<file path="src/logic/mts_regs.svh">
// Register indices, field positions, reset values and timing of the turn interface
`ifndef MTS_REGS_SVH
`define MTS_REGS_SVH

// ****************************************
// Register indices (byte address = index * 4)
// ****************************************
`define MTS_IDX_LEN 8'h3E
`define MTS_IDX_SRC 8'h40
`define MTS_IDX_SYNC 8'h41
`define MTS_IDX_STAT 8'h50
`define MTS_IDX_MASK 8'h51
`define MTS_IDX_CMD 8'h52
`define MTS_IDX_COUNT 8'h53

// ****************************************
// Field positions and codes
// ****************************************
`define MTS_LEN_LO 4
`define MTS_SRC_LO 3
`define MTS_CHK_BIT 6
`define MTS_SBL_LO 0
`define MTS_LNT_BIT 2
`define MTS_GRAY_BIT 3
`define MTS_SRC_INT 2'h0
`define MTS_SRC_PAR 2'h3
`define MTS_SRC_SER 2'h2
`define MTS_CMD_SOFT 8'h01
`define MTS_ST_LINK 0
`define MTS_ST_CONS 1
`define MTS_ST_SYNC 2
`define MTS_REG_RST 8'h00
`define MTS_LAST_TRY 2'h3

// ****************************************
// Timing
// ****************************************
`define MTS_CLK_NS 10
`define MTS_CHECK_NS 8000000
`define MTS_RETRY_NS 128000
`define MTS_HALF_NS 40

`endif

</file>
<file path="src/logic/mts_pkg.sv">
// Types shared by the turn interface
package mts_pkg;
    // One-hot sequencer states
    typedef enum logic [6:0] {
        S_INIT  = 7'h01,
        S_START = 7'h02,
        S_FRAME = 7'h04,
        S_EVAL  = 7'h08,
        S_PAUSE = 7'h10,
        S_RUN   = 7'h20,
        S_DEAD  = 7'h40
    } mts_state_t;
endpackage

</file>
<file path="src/logic/mts_top.sv">
// Multiturn interface: turn counter, serial and two-pin sector link, sync and check
// Contract
// RULE_01: after syncing the external word, load the turn counter then count revolutions
// RULE_02: an internal turn counter up to 24 bits works without any external link
// RULE_03: source field 0x40 bits 4:3: 00 internal, 10 serial link, 11 sector pins
// RULE_04: in sector mode the clock pin is a 180 degree input, data pin 90 degree
// RULE_05: the configuring party keeps the turn CRC disable setting at zero
// RULE_06: after changing the source field the controller issues the soft reset command
// RULE_07: one length setting sizes the counter and the external word, sync bits excluded
// RULE_08: length codes 0 to 12 give 8 to 20 bits, 13 is 24, 14 is 1, 15 is 4
// RULE_09: sync field 0x41 bits 1:0 selects 1 to 4 sync bits
// RULE_10: with more than one sync bit, align the external word automatically
// RULE_11: with one sync bit, the lead/trail bit says trailing (0) or leading (1)
// RULE_12: with two or more sync bits, the lead/trail bit is ignored
// RULE_13: with the check bit set, compare counter with external word every 8 ms
// RULE_14: a mismatch sets the consistency flag and the serial error bit
// RULE_15: format bit selects binary (0) or Gray (1) for the received word
// RULE_16: in sector mode the sector bit and its sync bit double the covered range
// RULE_17: startup read failures retry three times, 128 us apart, then flag permanently
// RULE_18: with checking on, a link error stops all readouts and flags permanently
// RULE_19: a Gray word is converted to binary before sync and comparison
`include "mts_regs.svh"

module mts_top #(
    parameter int CHECK_CYC = `MTS_CHECK_NS / `MTS_CLK_NS,
    parameter int RETRY_CYC = `MTS_RETRY_NS / `MTS_CLK_NS,
    parameter int MAX_LEN = 24
) (
    // Clock and reset
    input wire logic CLK_I,
    input wire logic RST_I,
    // APB slave
    input wire logic PSEL_I,
    input wire logic PENABLE_I,
    input wire logic PWRITE_I,
    input wire logic [11:0] PADDR_I,
    input wire logic [31:0] PWDATA_I,
    output logic [31:0] PRDATA_O,
    output logic PREADY_O,
    output logic PSLVERR_O,
    // Singleturn quadrant from the position logic
    input wire logic [1:0] ST_QUAD_I,
    // Turn link pins
    input wire logic TURN_LINK_CLOCK_PIN_I,
    output logic TURN_LINK_CLOCK_PIN_O,
    output logic TURN_LINK_CLOCK_PIN_OE_O,
    input wire logic TURN_LINK_DATA_PIN_I,
    // Turn result and alarms
    output logic [23:0] TURN_COUNT_O,
    output logic TURN_VALID_O,
    output logic ERR_N_O,
    output logic IRQ_O
);

    localparam int HALF_CYC = (`MTS_HALF_NS + `MTS_CLK_NS - 1) / `MTS_CLK_NS;

    // ****************************************
    // Functions
    // ****************************************

    // Word length from its code
    function automatic logic [4:0] len_decode(input logic [3:0] c);
        case (c)
            4'hD: len_decode = 5'h18;
            4'hE: len_decode = 5'h01;
            4'hF: len_decode = 5'h04;
            default: len_decode = 5'h08 + {1'b0, c};
        endcase
    endfunction

    // Mask of the low n bits
    function automatic logic [27:0] low_mask(input logic [4:0] n);
        low_mask = ~(28'hFFFFFFF << n);
    endfunction

    // Gray to binary by prefix xor
    function automatic logic [27:0] gray2bin(input logic [27:0] g);
        logic [27:0] b;
        b = g;
        for (int i = 26; i >= 0; i--) begin
            b[i] = b[i + 1] ^ g[i];
        end
        gray2bin = b;
    endfunction

    // ****************************************
    // Pin synchronisers
    // ****************************************
    logic [1:0] clk_pin_sync_reg;
    logic [1:0] dat_pin_sync_reg;
    wire logic turn_link_clock_pin_s = clk_pin_sync_reg[1];
    wire logic turn_link_data_pin_s = dat_pin_sync_reg[1];

    // Two flops for each pin
    always_ff @(posedge CLK_I or posedge RST_I) begin
        if (RST_I) begin
            clk_pin_sync_reg <= 2'h0;
            dat_pin_sync_reg <= 2'h0;
        end else begin
            clk_pin_sync_reg <= {clk_pin_sync_reg[0], TURN_LINK_CLOCK_PIN_I};
            dat_pin_sync_reg <= {dat_pin_sync_reg[0], TURN_LINK_DATA_PIN_I};
        end
    end

    // ****************************************
    // Registers and APB decode
    // ****************************************
    logic [7:0] len_reg;
    logic [7:0] src_reg;
    logic [7:0] sync_reg;
    logic [7:0] mask_reg;
    logic [7:0] stat_reg;
    logic [7:0] stat_next;
    logic [31:0] prdata_reg;
    logic [23:0] cnt_reg;

    wire logic [7:0] idx = PADDR_I[9:2];
    wire logic aligned = (PADDR_I[1:0] == 2'h0) && (PADDR_I[11:10] == 2'h0);
    wire logic hit_len = aligned && (idx == `MTS_IDX_LEN);
    wire logic hit_src = aligned && (idx == `MTS_IDX_SRC);
    wire logic hit_sync = aligned && (idx == `MTS_IDX_SYNC);
    wire logic hit_stat = aligned && (idx == `MTS_IDX_STAT);
    wire logic hit_mask = aligned && (idx == `MTS_IDX_MASK);
    wire logic hit_cmd = aligned && (idx == `MTS_IDX_CMD);
    wire logic hit_cnt = aligned && (idx == `MTS_IDX_COUNT);
    wire logic mapped = hit_len | hit_src | hit_sync | hit_stat | hit_mask | hit_cmd | hit_cnt;
    wire logic apb_setup = PSEL_I && !PENABLE_I;
    wire logic apb_done = PSEL_I && PENABLE_I;
    wire logic wr_ok = apb_done && PWRITE_I;
    wire logic stat_rd = apb_done && !PWRITE_I && hit_stat;
    wire logic soft_reset = wr_ok && hit_cmd && (PWDATA_I[7:0] == `MTS_CMD_SOFT);

    // Read mux, sampled in the setup cycle
    wire logic [31:0] rd_mux =
        hit_len ? {24'h000000, len_reg} :
        hit_src ? {24'h000000, src_reg} :
        hit_sync ? {24'h000000, sync_reg} :
        hit_stat ? {24'h000000, stat_reg} :
        hit_mask ? {24'h000000, mask_reg} :
        hit_cnt ? {8'h00, cnt_reg} : 32'h00000000;

    assign PREADY_O = 1'b1;
    assign PSLVERR_O = apb_done && !mapped;
    assign PRDATA_O = prdata_reg;

    // Configuration fields
    wire logic [1:0] src = src_reg[`MTS_SRC_LO +: 2]; // RULE_03
    wire logic chk_en = src_reg[`MTS_CHK_BIT];
    wire logic [1:0] sbl = sync_reg[`MTS_SBL_LO +: 2]; // RULE_09
    wire logic lead = sync_reg[`MTS_LNT_BIT];
    wire logic gray = sync_reg[`MTS_GRAY_BIT];
    wire logic [4:0] word_len = len_decode(len_reg[`MTS_LEN_LO +: 4]); // RULE_07 RULE_08
    wire logic [4:0] sync_len = {3'h0, sbl} + 5'h01;
    wire logic [4:0] frame_bits = word_len + sync_len;
    wire logic [27:0] word_mask_full = low_mask(word_len);
    wire logic [23:0] word_mask = word_mask_full[23:0];

    // Configuration registers
    always_ff @(posedge CLK_I or posedge RST_I) begin
        if (RST_I) begin
            len_reg <= `MTS_REG_RST;
            src_reg <= `MTS_REG_RST;
            sync_reg <= `MTS_REG_RST;
            mask_reg <= `MTS_REG_RST;
        end else if (wr_ok) begin
            if (hit_len) len_reg <= PWDATA_I[7:0];
            if (hit_src) src_reg <= PWDATA_I[7:0];
            if (hit_sync) sync_reg <= PWDATA_I[7:0];
            if (hit_mask) mask_reg <= PWDATA_I[7:0];
        end
    end

    // Read data capture
    always_ff @(posedge CLK_I or posedge RST_I) begin
        if (RST_I) prdata_reg <= 32'h00000000;
        else if (apb_setup) prdata_reg <= rd_mux;
    end

    // ****************************************
    // Sequencer
    // ****************************************
    mts_pkg::mts_state_t state_reg;
    mts_pkg::mts_state_t state_next;
    logic [23:0] tmr_reg;
    logic [5:0] div_reg;
    logic [4:0] bit_reg;
    logic [27:0] rx_reg;
    logic [1:0] try_reg;
    logic link_clk_reg;
    logic fail_reg;
    logic checking_reg;
    logic link_fail_reg;
    logic synced_reg;
    logic [1:0] quad_prev_reg;

    wire logic serial = (src == `MTS_SRC_SER);
    wire logic parallel = (src == `MTS_SRC_PAR); // RULE_04
    wire logic div_end = (div_reg == 6'h00);
    wire logic tmr_end = (tmr_reg == 24'h000000);
    wire logic last_bit = (bit_reg + 5'h01) == frame_bits;
    wire logic sample_now = (state_reg == mts_pkg::S_FRAME) && div_end && link_clk_reg;

    // Received frame, Gray decoded then split into word and sync bits
    wire logic [27:0] rx_full = rx_reg & low_mask(frame_bits);
    wire logic [27:0] rx_bin = gray ? gray2bin(rx_full) : rx_full; // RULE_15 RULE_19
    wire logic [27:0] rx_shift = rx_bin >> sync_len;
    wire logic [23:0] ext_word = rx_shift[23:0] & word_mask;
    wire logic [3:0] sync_val = rx_bin[3:0];

    // External quadrant from the top sync bits
    wire logic [1:0] ext_quad =
        (sbl == 2'h1) ? sync_val[1:0] :
        (sbl == 2'h2) ? sync_val[2:1] :
        (sbl == 2'h3) ? sync_val[3:2] : {sync_val[0], 1'b0};

    // Alignment: multi bit uses quadrants, one bit uses lead/trail setting
    wire logic auto_up = (ST_QUAD_I == 2'h0) && (ext_quad == 2'h3); // RULE_10
    wire logic auto_dn = (ST_QUAD_I == 2'h3) && (ext_quad == 2'h0); // RULE_10
    wire logic one_up = !lead && !ST_QUAD_I[1] && sync_val[0]; // RULE_11
    wire logic one_dn = lead && ST_QUAD_I[1] && !sync_val[0]; // RULE_11
    wire logic corr_up = (sbl == 2'h0) ? one_up : auto_up; // RULE_12 RULE_16
    wire logic corr_dn = (sbl == 2'h0) ? one_dn : auto_dn; // RULE_12 RULE_16
    wire logic [23:0] load_val =
        (ext_word + (corr_up ? 24'h000001 : 24'h000000) - (corr_dn ? 24'h000001 : 24'h000000))
        & word_mask;

    // Revolution detection from singleturn quadrant wrap
    wire logic rev_fwd = (quad_prev_reg == 2'h3) && (ST_QUAD_I == 2'h0);
    wire logic rev_bwd = (quad_prev_reg == 2'h0) && (ST_QUAD_I == 2'h3);
    wire logic counting = (state_reg != mts_pkg::S_INIT) && (state_reg != mts_pkg::S_START);

    // Evaluation outcomes
    wire logic eval = (state_reg == mts_pkg::S_EVAL);
    wire logic sync_load = eval && !fail_reg && !checking_reg;
    wire logic mismatch = eval && !fail_reg && checking_reg && (load_val != cnt_reg);
    wire logic fail_final = eval && fail_reg && (checking_reg || try_reg == `MTS_LAST_TRY);
    wire logic start_fail = (state_reg == mts_pkg::S_START) && serial && !turn_link_data_pin_s;

    // Next state
    always_comb begin
        state_next = state_reg;
        case (state_reg)
            mts_pkg::S_INIT: begin
                state_next = (src == `MTS_SRC_INT) ? mts_pkg::S_RUN : mts_pkg::S_START;
            end
            mts_pkg::S_START: begin
                state_next = (parallel || start_fail) ? mts_pkg::S_EVAL : mts_pkg::S_FRAME;
            end
            mts_pkg::S_FRAME: begin
                if (sample_now && last_bit) state_next = mts_pkg::S_EVAL;
            end
            mts_pkg::S_EVAL: begin
                if (!fail_reg) state_next = mts_pkg::S_RUN;
                else if (checking_reg) state_next = mts_pkg::S_DEAD; // RULE_18
                else if (try_reg == `MTS_LAST_TRY) state_next = mts_pkg::S_RUN; // RULE_17
                else state_next = mts_pkg::S_PAUSE; // RULE_17
            end
            mts_pkg::S_PAUSE: begin
                if (tmr_end) state_next = mts_pkg::S_START;
            end
            mts_pkg::S_RUN: begin
                if (tmr_end && chk_en && !link_fail_reg && synced_reg) begin
                    state_next = mts_pkg::S_START; // RULE_13
                end
            end
            mts_pkg::S_DEAD: state_next = mts_pkg::S_DEAD;
            default: state_next = mts_pkg::S_INIT;
        endcase
        if (soft_reset) state_next = mts_pkg::S_INIT;
    end

    // State register
    always_ff @(posedge CLK_I or posedge RST_I) begin
        if (RST_I) state_reg <= mts_pkg::S_INIT;
        else state_reg <= state_next;
    end

    // Timer for retry pause and check period
    always_ff @(posedge CLK_I or posedge RST_I) begin
        if (RST_I) tmr_reg <= 24'h000000;
        else if (eval && fail_reg) tmr_reg <= 24'(RETRY_CYC - 1); // RULE_17
        else if (state_next == mts_pkg::S_RUN && state_reg != mts_pkg::S_RUN)
            tmr_reg <= 24'(CHECK_CYC - 1);
        else if (state_reg == mts_pkg::S_RUN && tmr_end) tmr_reg <= 24'(CHECK_CYC - 1); // RULE_13
        else if (!tmr_end) tmr_reg <= tmr_reg - 24'h000001;
    end

    // Link clock divider and bit counter
    always_ff @(posedge CLK_I or posedge RST_I) begin
        if (RST_I) begin
            link_clk_reg <= 1'b1;
            div_reg <= 6'h00;
            bit_reg <= 5'h00;
        end else if (state_reg == mts_pkg::S_START && serial && !start_fail) begin
            link_clk_reg <= 1'b0;
            div_reg <= 6'(HALF_CYC - 1);
            bit_reg <= 5'h00;
        end else if (state_reg == mts_pkg::S_FRAME && div_end) begin
            link_clk_reg <= !link_clk_reg || last_bit;
            div_reg <= 6'(HALF_CYC - 1);
            if (link_clk_reg) bit_reg <= bit_reg + 5'h01;
        end else if (state_reg != mts_pkg::S_FRAME) begin
            link_clk_reg <= 1'b1;
        end else begin
            div_reg <= div_reg - 6'h01;
        end
    end

    // Receive shift register; sector mode takes both pins at once
    always_ff @(posedge CLK_I or posedge RST_I) begin
        if (RST_I) rx_reg <= 28'h0000000;
        else if (state_reg == mts_pkg::S_START && parallel) rx_reg <= {26'h0, turn_link_clock_pin_s, turn_link_data_pin_s}; // RULE_16
        else if (state_reg == mts_pkg::S_START) rx_reg <= 28'h0000000;
        else if (sample_now) rx_reg <= {rx_reg[26:0], turn_link_data_pin_s};
    end

    // Attempt bookkeeping and permanent link error
    always_ff @(posedge CLK_I or posedge RST_I) begin
        if (RST_I) begin
            fail_reg <= 1'b0;
            try_reg <= 2'h0;
            checking_reg <= 1'b0;
            link_fail_reg <= 1'b0;
            synced_reg <= 1'b0;
        end else if (soft_reset) begin
            fail_reg <= 1'b0;
            try_reg <= 2'h0;
            checking_reg <= 1'b0;
            link_fail_reg <= 1'b0;
            synced_reg <= 1'b0;
        end else begin
            if (state_reg == mts_pkg::S_START) fail_reg <= start_fail;
            if (eval && fail_reg && !checking_reg) try_reg <= try_reg + 2'h1; // RULE_17
            if (state_reg == mts_pkg::S_RUN && state_next == mts_pkg::S_START) checking_reg <= 1'b1;
            if (fail_final) link_fail_reg <= 1'b1; // RULE_17 RULE_18
            if (sync_load) synced_reg <= 1'b1;
        end
    end

    // ****************************************
    // Turn counter
    // ****************************************
    always_ff @(posedge CLK_I or posedge RST_I) begin
        if (RST_I) begin
            cnt_reg <= 24'h000000;
            quad_prev_reg <= 2'h0;
        end else begin
            quad_prev_reg <= ST_QUAD_I;
            if (soft_reset) cnt_reg <= 24'h000000;
            else if (sync_load) cnt_reg <= load_val; // RULE_01
            else if (counting && rev_fwd) cnt_reg <= (cnt_reg + 24'h000001) & word_mask; // RULE_02
            else if (counting && rev_bwd) cnt_reg <= (cnt_reg - 24'h000001) & word_mask; // RULE_02
        end
    end

    assign TURN_COUNT_O = cnt_reg;
    assign TURN_VALID_O = synced_reg || (src == `MTS_SRC_INT && state_reg == mts_pkg::S_RUN);
    assign TURN_LINK_CLOCK_PIN_O = link_clk_reg;
    assign TURN_LINK_CLOCK_PIN_OE_O = serial; // RULE_04

    // ****************************************
    // Status, mask and alarms
    // ****************************************
    wire logic [7:0] stat_set = {5'h00, sync_load, mismatch, link_fail_reg}; // RULE_14

    // Set wins over read clear
    always_comb begin
        stat_next = (stat_rd ? 8'h00 : stat_reg) | stat_set;
    end

    always_ff @(posedge CLK_I or posedge RST_I) begin
        if (RST_I) stat_reg <= `MTS_REG_RST;
        else stat_reg <= stat_next;
    end

    assign IRQ_O = |(stat_reg & mask_reg);
    assign ERR_N_O = !(link_fail_reg || stat_reg[`MTS_ST_CONS]); // RULE_14
endmodule

</file>
<file path="config.mk">
export PLATFORM = sky130hd
export DESIGN_NAME = mts_top
export DESIGN_NICKNAME = d
export VERILOG_FILES = /design/src/logic/mts_pkg.sv /design/src/logic/mts_top.sv
export VERILOG_INCLUDE_DIRS = /design/src /design/src/logic
export SDC_FILE = /design/constraint.sdc
export NUM_CORES = 1
export LEC_CHECK = 0
export ABC_CLOCK_PERIOD_IN_PS = 14900
export BUFFER_PORTS_ARGS = -buffer_cell sky130_fd_sc_hd__buf_2
export CAP_MARGIN = 40
export CELL_PAD_IN_SITES_DETAIL_PLACEMENT = 1
export CELL_PAD_IN_SITES_GLOBAL_PLACEMENT = 1
export CORE_MARGIN = 5
export CORE_UTILIZATION = 50
export DETAILED_ROUTE_END_ITERATION = 7
export PLACE_DENSITY = 0.85
export SETUP_SLACK_MARGIN = 0.3
export SLEW_MARGIN = 10
export SYNTH_ARGS = -nofsm -noshare
export SYNTH_HDL_FRONTEND = slang
export SYNTH_SLANG_ARGS = --single-unit
</file>
<file path="constraint.sdc">
create_clock -name CLK_I -period 14.9 [get_ports CLK_I]
set_clock_uncertainty 0.05 [all_clocks]
set_input_delay 2.98 -clock CLK_I [delete_from_list [all_inputs] [get_ports CLK_I]]
set_output_delay 2.98 -clock CLK_I [all_outputs]
set_load 0.005 [all_outputs]
</file>
==> results of run 1 <==
==> logic make-up after synthesis <==
group / after synthesis / synth area share
flip-flops: 166 / 0.3093
XOR/XNOR: 120 / 0.08762
multiplexers: 70 / 0.05708
AO/OA/AOI/OAI: 442 / 0.2172
buffers and inverters: 152 / 0.04888
other: 2 / 0.0005589
adder cells (fa/ha/maj): 55 / 0.05233
AND/OR/NAND/NOR: 649 / 0.2270
==> synthesized netlist by cell type (10+ instances only) <==
cell,instances
sky130_fd_sc_hd__o21bai_1,10
sky130_fd_sc_hd__clkbuf_1,63
sky130_fd_sc_hd__mux2i_1,20
sky130_fd_sc_hd__o211ai_1,16
sky130_fd_sc_hd__a22o_1,17
sky130_fd_sc_hd__nand2b_1,22
sky130_fd_sc_hd__nor4_1,23
sky130_fd_sc_hd__xor2_1,39
sky130_fd_sc_hd__nand3_1,47
sky130_fd_sc_hd__o21ai_0,94
sky130_fd_sc_hd__o21a_1,23
sky130_fd_sc_hd__a22oi_1,10
sky130_fd_sc_hd__nand2_1,229
sky130_fd_sc_hd__a21o_1,17
sky130_fd_sc_hd__buf_4,10
sky130_fd_sc_hd__xnor2_1,72
sky130_fd_sc_hd__a21oi_1,130
sky130_fd_sc_hd__dfrtp_1,164
sky130_fd_sc_hd__nor2b_1,18
sky130_fd_sc_hd__inv_1,55
sky130_fd_sc_hd__mux2_2,49
sky130_fd_sc_hd__nor3_1,60
sky130_fd_sc_hd__o31ai_1,10
sky130_fd_sc_hd__a211oi_1,16
sky130_fd_sc_hd__a31oi_1,12
sky130_fd_sc_hd__and2_1,17
sky130_fd_sc_hd__ha_1,53
sky130_fd_sc_hd__and3_1,17
sky130_fd_sc_hd__nor2_1,158
==> critical path: cells and delay by family (launching register included) <==
| family | cells | cell delay, ns |
|---|---|---|
| AOI/OAI and AO/OA | 18 | 4.41 |
| xor gates and xnor gates | 3 | 0.92 |
| adders and majority gates | 5 | 1.44 |
| buffers and inverters | 2 | 0.11 |
| DFF | 1 | 0.90 |
| and+or+nand+nor | 12 | 3.69 |
==> worst paths after layout <==
| check | from | end | depth (start not counted) |
|---|---|---|---|
| setup / recovery | len_reg[6]$_DFFE_PP0P_ | stat_reg[1]$_DFF_PP0_ | 40 |
| hold / removal | dat_pin_sync_reg[0]$_DFF_PP0_ | dat_pin_sync_reg[1]$_DFF_PP0_ | 0 |
| setup reg to reg | len_reg[6]$_DFFE_PP0P_ | stat_reg[1]$_DFF_PP0_ | 40 |
| hold reg to reg | dat_pin_sync_reg[0]$_DFF_PP0_ | dat_pin_sync_reg[1]$_DFF_PP0_ | 0 |
| max in group asynchronous | RST_I | TURN_COUNT_O[17]$_DFFE_PP0P_ | 5 |
| min in group asynchronous | RST_I | quad_prev_reg[0]$_DFF_PP0_ | 2 |
==> cell type report <==
| type | count | share of cell area |
|---|---|---|
| clock inverter | 15 | 0.01223 |
| sequential | 166 | 0.2820 |
| tap | 341 | 0.02895 |
| timing repair buffer | 110 | 0.04525 |
| clock buffer | 17 | 0.02886 |
| inverter | 56 | 0.01460 |
| multi-input combinational | 1345 | 0.5881 |
==> layer usage <==
metal	up-vias	part of all wire	GRT usage
li1	5979	-	-
met1	6371	0.44	0.3579
met2	394	0.48	0.4683
met3	102	0.051	0.04393
met4	0	0.032	0.09766
met5	-	0	0
==> power by group through the flow <==
| stage | sequential, mW | combinational (mW) | clock, mW |
|---|---|---|---|
| floorplan | 0.503 | 0.247 | 0 |
| global placement | 0.517 | 0.319 | 0 |
| detailed placement | 0.520 | 0.343 | 0 |
| CTS | 0.511 | 0.351 | 0.470 |
| global route | 0.514 | 0.389 | 0.492 |
| finish | 0.513 | 0.354 | 0.471 |
==> summary.log, run 1 <==
[synth] combined area of all synthesized cells 13440 µm²
[global_routing] vias in the first global route 13329
[final_layout] sequential cell area in the final layout 4156 µm²
[placed_design] dpl hpwl 31020 µm
[global_routing] antenna violations before repair 0
[detailed_routing] total wirelength of the detailed-routed design 42570 µm
[sta] post-route worst setup slack 3.244 ns
[global_routing] pin count of the biggest net entering global routing 89
[power] power share of the combinational group 0.264
[detailed_routing] count of vias placed by the detailed router 12846
[final_layout] commonest non-fill, non-tap cell in the layout sky130_fd_sc_hd__nand2_1
[sta] setup repair after global routing missed its margin no
[detailed_routing] Detailed Route Iter0 Violations 994
[setup_path] data required time of the critical path 15.16 ns
[synth] average size of a mapped cell 8.115 µm²
[synth] Synth Flop Type sky130_fd_sc_hd__dfrtp_1
[power] share of total power in sequential cells 0.383
[setup_path] slowest CP cell sky130_fd_sc_hd__dfrtp_1
[global_routing] GRT Util Overall 0.2757
[synth] yosys warns 0
[placed_design] final estimated routing congestion in global placement 0.8920
[synth] Syn Inst Count 1656
[final_layout] layout-stage area growth over the synthesis result 9.674%
[detailed_routing] number of iterations in the first detailed-routing pass 7
[sta] Total Neg Setup Slack 0 ns
[setup_path] highest fanout seen on the critical path 17
[synth] number of distinct library cells after synthesis 98
[synth] Synth Register Bits 166
[clock_network] Root Driver sky130_fd_sc_hd__clkbuf_16
[floorplan] area enclosed by the die boundary 30260 µm²
[detailed_routing] residual DRC count 0
[final_layout] Layout Nets 1804
[final_layout] # fillers 3263
[synth] share of the synthesized area in the top cell type 0.3054
[power] net switching component of the power 497.0 µW
[detailed_routing] vias per inst 6.266
[setup_path] kind of start point of the critical path register
[final_layout] post-route cell area 14740 µm²
[setup_path] kind of capture point of the worst setup path register
[clock_network] number of hold buffers added after cts 0
[placed_design] placed insts 2017
[worst_hold_path] Hold Crit Class reg -> reg
[sta] hold slack final 0.3191 ns
[run_status] run status finished, final reports clean
[sta] highest clock rate 85.79 MHz
[synth] count of flip-flops with a built-in enable after synthesis 0
[clock_network] clock transition time at the flip-flop clock pins of the worst setup and hold paths 0.08 ns
[sta] Max-slew headroom 0.4278
[placed_design] buffers added on ports 82
[sta] Tcrit/Tclk final 0.7823
[sta] final-report hold violation count 0
[setup_path] Crit path arrival time 11.92 ns
[sta] Final min period 11.66 ns
[placed_design] worst-case setup slack after placement 3.433 ns
[clock_network] postcts setup bufs 0
[synth] async set-reset flop share out of synthesis 1.000
[final_layout] count of placed standard cells in the final layout, fillers left out 2050
[setup_path] most frequent cell on the critical path sky130_fd_sc_hd__a21oi_1
[power] static leakage 6.588 nW
[placed_design] placed cell areas 14130 µm²
[final_layout] most used cells in the layout excluding fill and tap cells sky130_fd_sc_hd__nand2_1 (229), sky130_fd_sc_hd__dfrtp_1 (164), sky130_fd_sc_hd__nor2_1 (158), sky130_fd_sc_hd__a21oi_1 (130), sky130_fd_sc_hd__o21ai_0 (94)
[floorplan] I/O pin count 116
[clock_network] number of clock buffers inserted by TritonCTS 17
[global_routing] sum of overflow across all layers after global routing 0
[clock_network] post-CTS sizing 0
[run] number of max-cap violations 0
[clock_network] buffer levels on the longest clock path 2
[clock_network] TritonCTS clock tree yes
[floorplan] Initial Utilization 0.5028
[power] switching share of power 0.3717
[setup_path] critical path's largest stage delay 0.90 ns
[floorplan] Core Rows 60
[final_layout] Finished Core Util 0.5515
[power] internal power summed over all cells 840.2 µW
[clock_network] H-tree depth reported by CTS 4
[final_layout] Largest register FFs 28
[power] total power of the final layout 1.337 mW
[sta] transition time at the pin with the least slew margin 0.8582 ns
[final_layout] area occupied by multi-input gates 8667 µm²
[detailed_routing] detailed-route wire length per cell 20.76 µm
[sta] final-report setup violation count 0
[synth] sequential cell area fraction in the yosys report 0.3093
[final_layout] fraction of layout instances using a drive strength above 1 0.1334
[power] Clock power frac 0.352
[sta] final slew viol count 0
[floorplan] Chip Width 173.9 µm
[detailed_routing] Antenna Nets Post-Route 0
[synth] cell accounting for the most synthesized area sky130_fd_sc_hd__dfrtp_1
[setup_path] Setup CP Type reg -> reg
[global_routing] first-pass GRT wire length 69310 µm
[power] maximum vdd ir drop 0.04942 mV
[setup_path] reg-to-reg slack, setup 3.24 ns
[clock_network] clock latency of the later-clocked register in the worst-skew pair 0.45 ns
[power] power density of the placed cells 90.73 nW/µm²
[synth] top post-synthesis cells by area sky130_fd_sc_hd__dfrtp_1 (31%), sky130_fd_sc_hd__nand2_1 (6.4%), sky130_fd_sc_hd__ha_1 (4.9%)
[floorplan] vertical die dimension 173.9 µm
[final_layout] antenna diode count 0
[clock_network] number of sinks handled by clock tree synthesis 166
[floorplan] floorplan core area 26730 µm²
Note: power is estimated with default switching activity, not from simulation.
==> run 2: changes to the inputs <==
--- a/config.mk
+++ b/config.mk
@@ -6,15 +6,15 @@
 export SDC_FILE = /design/constraint.sdc
 export NUM_CORES = 1
 export LEC_CHECK = 0
-export ABC_CLOCK_PERIOD_IN_PS = 14900
+export ABC_CLOCK_PERIOD_IN_PS = 12200
 export BUFFER_PORTS_ARGS = -buffer_cell sky130_fd_sc_hd__buf_2
 export CAP_MARGIN = 40
 export CELL_PAD_IN_SITES_DETAIL_PLACEMENT = 1
 export CELL_PAD_IN_SITES_GLOBAL_PLACEMENT = 1
 export CORE_MARGIN = 5
-export CORE_UTILIZATION = 50
+export CORE_UTILIZATION = 46
 export DETAILED_ROUTE_END_ITERATION = 7
-export PLACE_DENSITY = 0.85
+export PLACE_DENSITY = 0.78
 export SETUP_SLACK_MARGIN = 0.3
 export SLEW_MARGIN = 10
 export SYNTH_ARGS = -nofsm -noshare
==> constraint.sdc (replaced) <==
create_clock -name CLK_I -period 12.2 [get_ports CLK_I]
set_clock_uncertainty 0.05 [all_clocks]
set_input_delay 2.44 -clock CLK_I [delete_from_list [all_inputs] [get_ports CLK_I]]
set_output_delay 2.44 -clock CLK_I [all_outputs]
set_load 0.005 [all_outputs]
==> summary.log, run 2 (synthesis results as in run 1) <==
[floorplan] Core Rows 62 [+3.3%]
[power] share of total power in sequential cells 0.394 [+0.011]
[sta] Final min period 10.94 ns [-0.7129 ns]
[final_layout] post-route cell area 14750 µm² [+0.10%]
[setup_path] Reg2Reg Launch Point len_reg[6]$_DFFE_PP0P_
[worst_hold_path] Hold Crit Class reg -> reg
[sta] final-report hold violation count 0 [unchanged]
[setup_path] highest fanout seen on the critical path 17 [unchanged]
[floorplan] Chip Width 180.9 µm [+4.0%]
[sta] Max-slew headroom 0.4482 [+0.02036]
[clock_network] Root Driver sky130_fd_sc_hd__clkbuf_16
[setup_path] slowest CP cell sky130_fd_sc_hd__dfrtp_1
[floorplan] area enclosed by the die boundary 32730 µm² [+8.2%]
[clock_network] post-CTS sizing 0 [unchanged]
[floorplan] Initial Utilization 0.4669 [-0.03589]
[clock_network] buffer levels on the longest clock path 2 [unchanged]
[setup_path] data required time of the critical path 12.45 ns [-2.71 ns]
[detailed_routing] detailed-route wire length per cell 19.94 µm [-4.0%]
[detailed_routing] count of vias placed by the detailed router 12599 [-1.9%]
[clock_network] TritonCTS clock tree yes
[clock_network] number of clock buffers inserted by TritonCTS 17 [unchanged]
[final_layout] area occupied by multi-input gates 8667 µm² [unchanged]
[placed_design] dpl hpwl 30830 µm [-0.62%]
[power] net switching component of the power 548.2 µW [+10%]
[global_routing] vias in the first global route 13108 [-1.7%]
[sta] final slew viol count 0 [unchanged]
[floorplan] floorplan core area 28780 µm² [+7.7%]
[sta] Tcrit/Tclk final 0.8970 [+0.1147]
[run_status] run status finished, final reports clean
[setup_path] kind of capture point of the worst setup path register
[setup_path] kind of start point of the critical path register
[setup_path] Setup CP Type reg -> reg
[power] maximum vdd ir drop 0.08262 mV [+67%]
[floorplan] vertical die dimension 180.9 µm [+4.0%]
[detailed_routing] total wirelength of the detailed-routed design 41750 µm [-1.9%]
[power] total power of the final layout 1.586 mW [+19%]
[final_layout] # fillers 3515 [+7.7%]
[detailed_routing] Detailed Route Iter0 Violations 852 [-14%]
[final_layout] commonest non-fill, non-tap cell in the layout sky130_fd_sc_hd__nand2_1
[power] Clock power frac 0.338 [-0.014]
[global_routing] sum of overflow across all layers after global routing 0 [unchanged]
[setup_path] most frequent cell on the critical path sky130_fd_sc_hd__a21oi_1
[clock_network] clock latency of the later-clocked register in the worst-skew pair 0.45 ns [about the same]
[detailed_routing] Antenna Nets Post-Route 0 [unchanged]
[final_layout] Layout Nets 1806 [+0.11%]
[setup_path] critical path's largest stage delay 0.83 ns [-0.07 ns]
[power] power density of the placed cells 107.5 nW/µm² [+18%]
[sta] setup repair after global routing missed its margin no
[power] power share of the combinational group 0.268 [+0.004]
[sta] post-route worst setup slack 1.257 ns [-1.987 ns]
[setup_path] beginning of the critical path len_reg[6]$_DFFE_PP0P_
[setup_path] Crit path arrival time 11.19 ns [-0.73 ns]
[detailed_routing] vias per inst 6.017 [-4.0%]
[placed_design] worst-case setup slack after placement 1.284 ns [-2.149 ns]
[final_layout] Largest register FFs 28 [unchanged]
[global_routing] GRT Util Overall 0.2536 [-0.02215]
[placed_design] placed cell areas 14190 µm² [+0.43%]
[clock_network] clock transition time at the flip-flop clock pins of the worst setup and hold paths 0.07 ns [about the same]
[power] switching share of power 0.3457 [-0.02601]
[placed_design] buffers added on ports 82 [unchanged]
[power] internal power summed over all cells 1.038 mW [+24%]
[setup_path] reg-to-reg slack, setup 1.26 ns [-1.99 ns]
[sta] transition time at the pin with the least slew margin 0.8250 ns [-0.03321 ns]
[placed_design] final estimated routing congestion in global placement 0.8989 [+0.77%]
[clock_network] postcts setup bufs 0 [unchanged]
[floorplan] I/O pin count 116 [unchanged]
[clock_network] number of sinks handled by clock tree synthesis 166 [unchanged]
[final_layout] fraction of layout instances using a drive strength above 1 0.1345 [+0.001092]
[clock_network] H-tree depth reported by CTS 4 [unchanged]
[global_routing] first-pass GRT wire length 68800 µm [-0.74%]
[final_layout] count of placed standard cells in the final layout, fillers left out 2094 [+2.1%]
[sta] highest clock rate 91.38 MHz [+6.5%]
[detailed_routing] number of iterations in the first detailed-routing pass 5 [-2]
[final_layout] antenna diode count 0 [unchanged]
[placed_design] placed insts 2063 [+2.3%]
[global_routing] pin count of the biggest net entering global routing 64 [-28%]
[run] number of max-cap violations 0 [unchanged]
[clock_network] number of hold buffers added after cts 0 [unchanged]
[detailed_routing] residual DRC count 0 [unchanged]
[sta] final-report setup violation count 0 [unchanged]
[worst_hold_path] critical hold path startpoint dat_pin_sync_reg[0]$_DFF_PP0_
[global_routing] antenna violations before repair 0 [unchanged]
[final_layout] sequential cell area in the final layout 4158 µm² [about the same]
[sta] Total Neg Setup Slack 0 ns [unchanged]
[final_layout] layout-stage area growth over the synthesis result 9.786%
[final_layout] most used cells in the layout excluding fill and tap cells sky130_fd_sc_hd__nand2_1 (229), sky130_fd_sc_hd__dfrtp_1 (163), sky130_fd_sc_hd__nor2_1 (158), sky130_fd_sc_hd__a21oi_1 (130), sky130_fd_sc_hd__o21ai_0 (94)
[power] static leakage 6.563 nW [-0.39%]
## run 2: changes by cell type in the layout (fill, tap and decap cells not counted), moves of 2 or more
| cell | before | now |
|---|---|---|
| sky130_fd_sc_hd__clkinv_8 | 4 | 0 |
| sky130_fd_sc_hd__inv_6 | 1 | 3 |
| sky130_fd_sc_hd__clkinv_4 | 4 | 1 |
| sky130_fd_sc_hd__clkinvlp_4 | 1 | 5 |
| sky130_fd_sc_hd__buf_4 | 21 | 26 |
| sky130_fd_sc_hd__inv_8 | 5 | 2 |
## run 2: final timing paths
kind	end	depth (start not counted)
setup / recovery	stat_reg[1]$_DFF_PP0_	39
hold / removal	dat_pin_sync_reg[1]$_DFF_PP0_	0
setup reg to reg	stat_reg[1]$_DFF_PP0_	39
hold reg to reg	dat_pin_sync_reg[1]$_DFF_PP0_	0
max in group asynchronous	rx_reg[0]$_DFFE_PP0P_	3
min in group asynchronous	mask_reg[0]$_DFFE_PP0P_	2
## run 2: worst max-delay path, delay by kind of cell, from the launching register on
kind,cells,cell delay (ns)
compound gates,15,3.44
xor+xnor,4,1.16
mux,2,0.76
buf+inv,2,0.11
fa+ha+maj,5,1.44
simple gates,11,2.97
flops,1,0.83
## run 2: per-stage QoR
step	hold slack [ns]	util
global route	0.3209	0.5126
detailed placement	0.2886	0.4930
floorplan	0.2812	-
finish	0.3020	0.5126
global placement	0.2905	0.4906
CTS	0.3047	0.5126
## run 2: area by class of cell
type	instances	area share
Sequential cell	166	0.2818
Tap cell	384	0.03257
Clock inverter	12	0.008227
Clock buffer	19	0.03002
Timing Repair Buffer	112	0.04529
Multi-Input combinational cell	1345	0.5875
Inverter	56	0.01459
## run 2: power by group through the flow
stage	Clock (mW)	Combinational [mW]	Sequential, mW
finish	0.536	0.426	0.625
CTS	0.548	0.425	0.623
floorplan	0	0.302	0.615
detailed placement	0	0.416	0.633
global placement	0	0.397	0.631
global route	0.576	0.472	0.628
## run 2: metal layers
layer | share of wire | vias up | global-route usage | wire (µm)
met1 | 0.45 | 6301 | 0.3309 | 18910
li1 | - | 5979 | - | -
met4 | 0.022 | 0 | 0.07290 | 901
met5 | 0 | - | 0 | 0
met2 | 0.49 | 253 | 0.4384 | 20360
met3 | 0.038 | 66 | 0.03720 | 1582
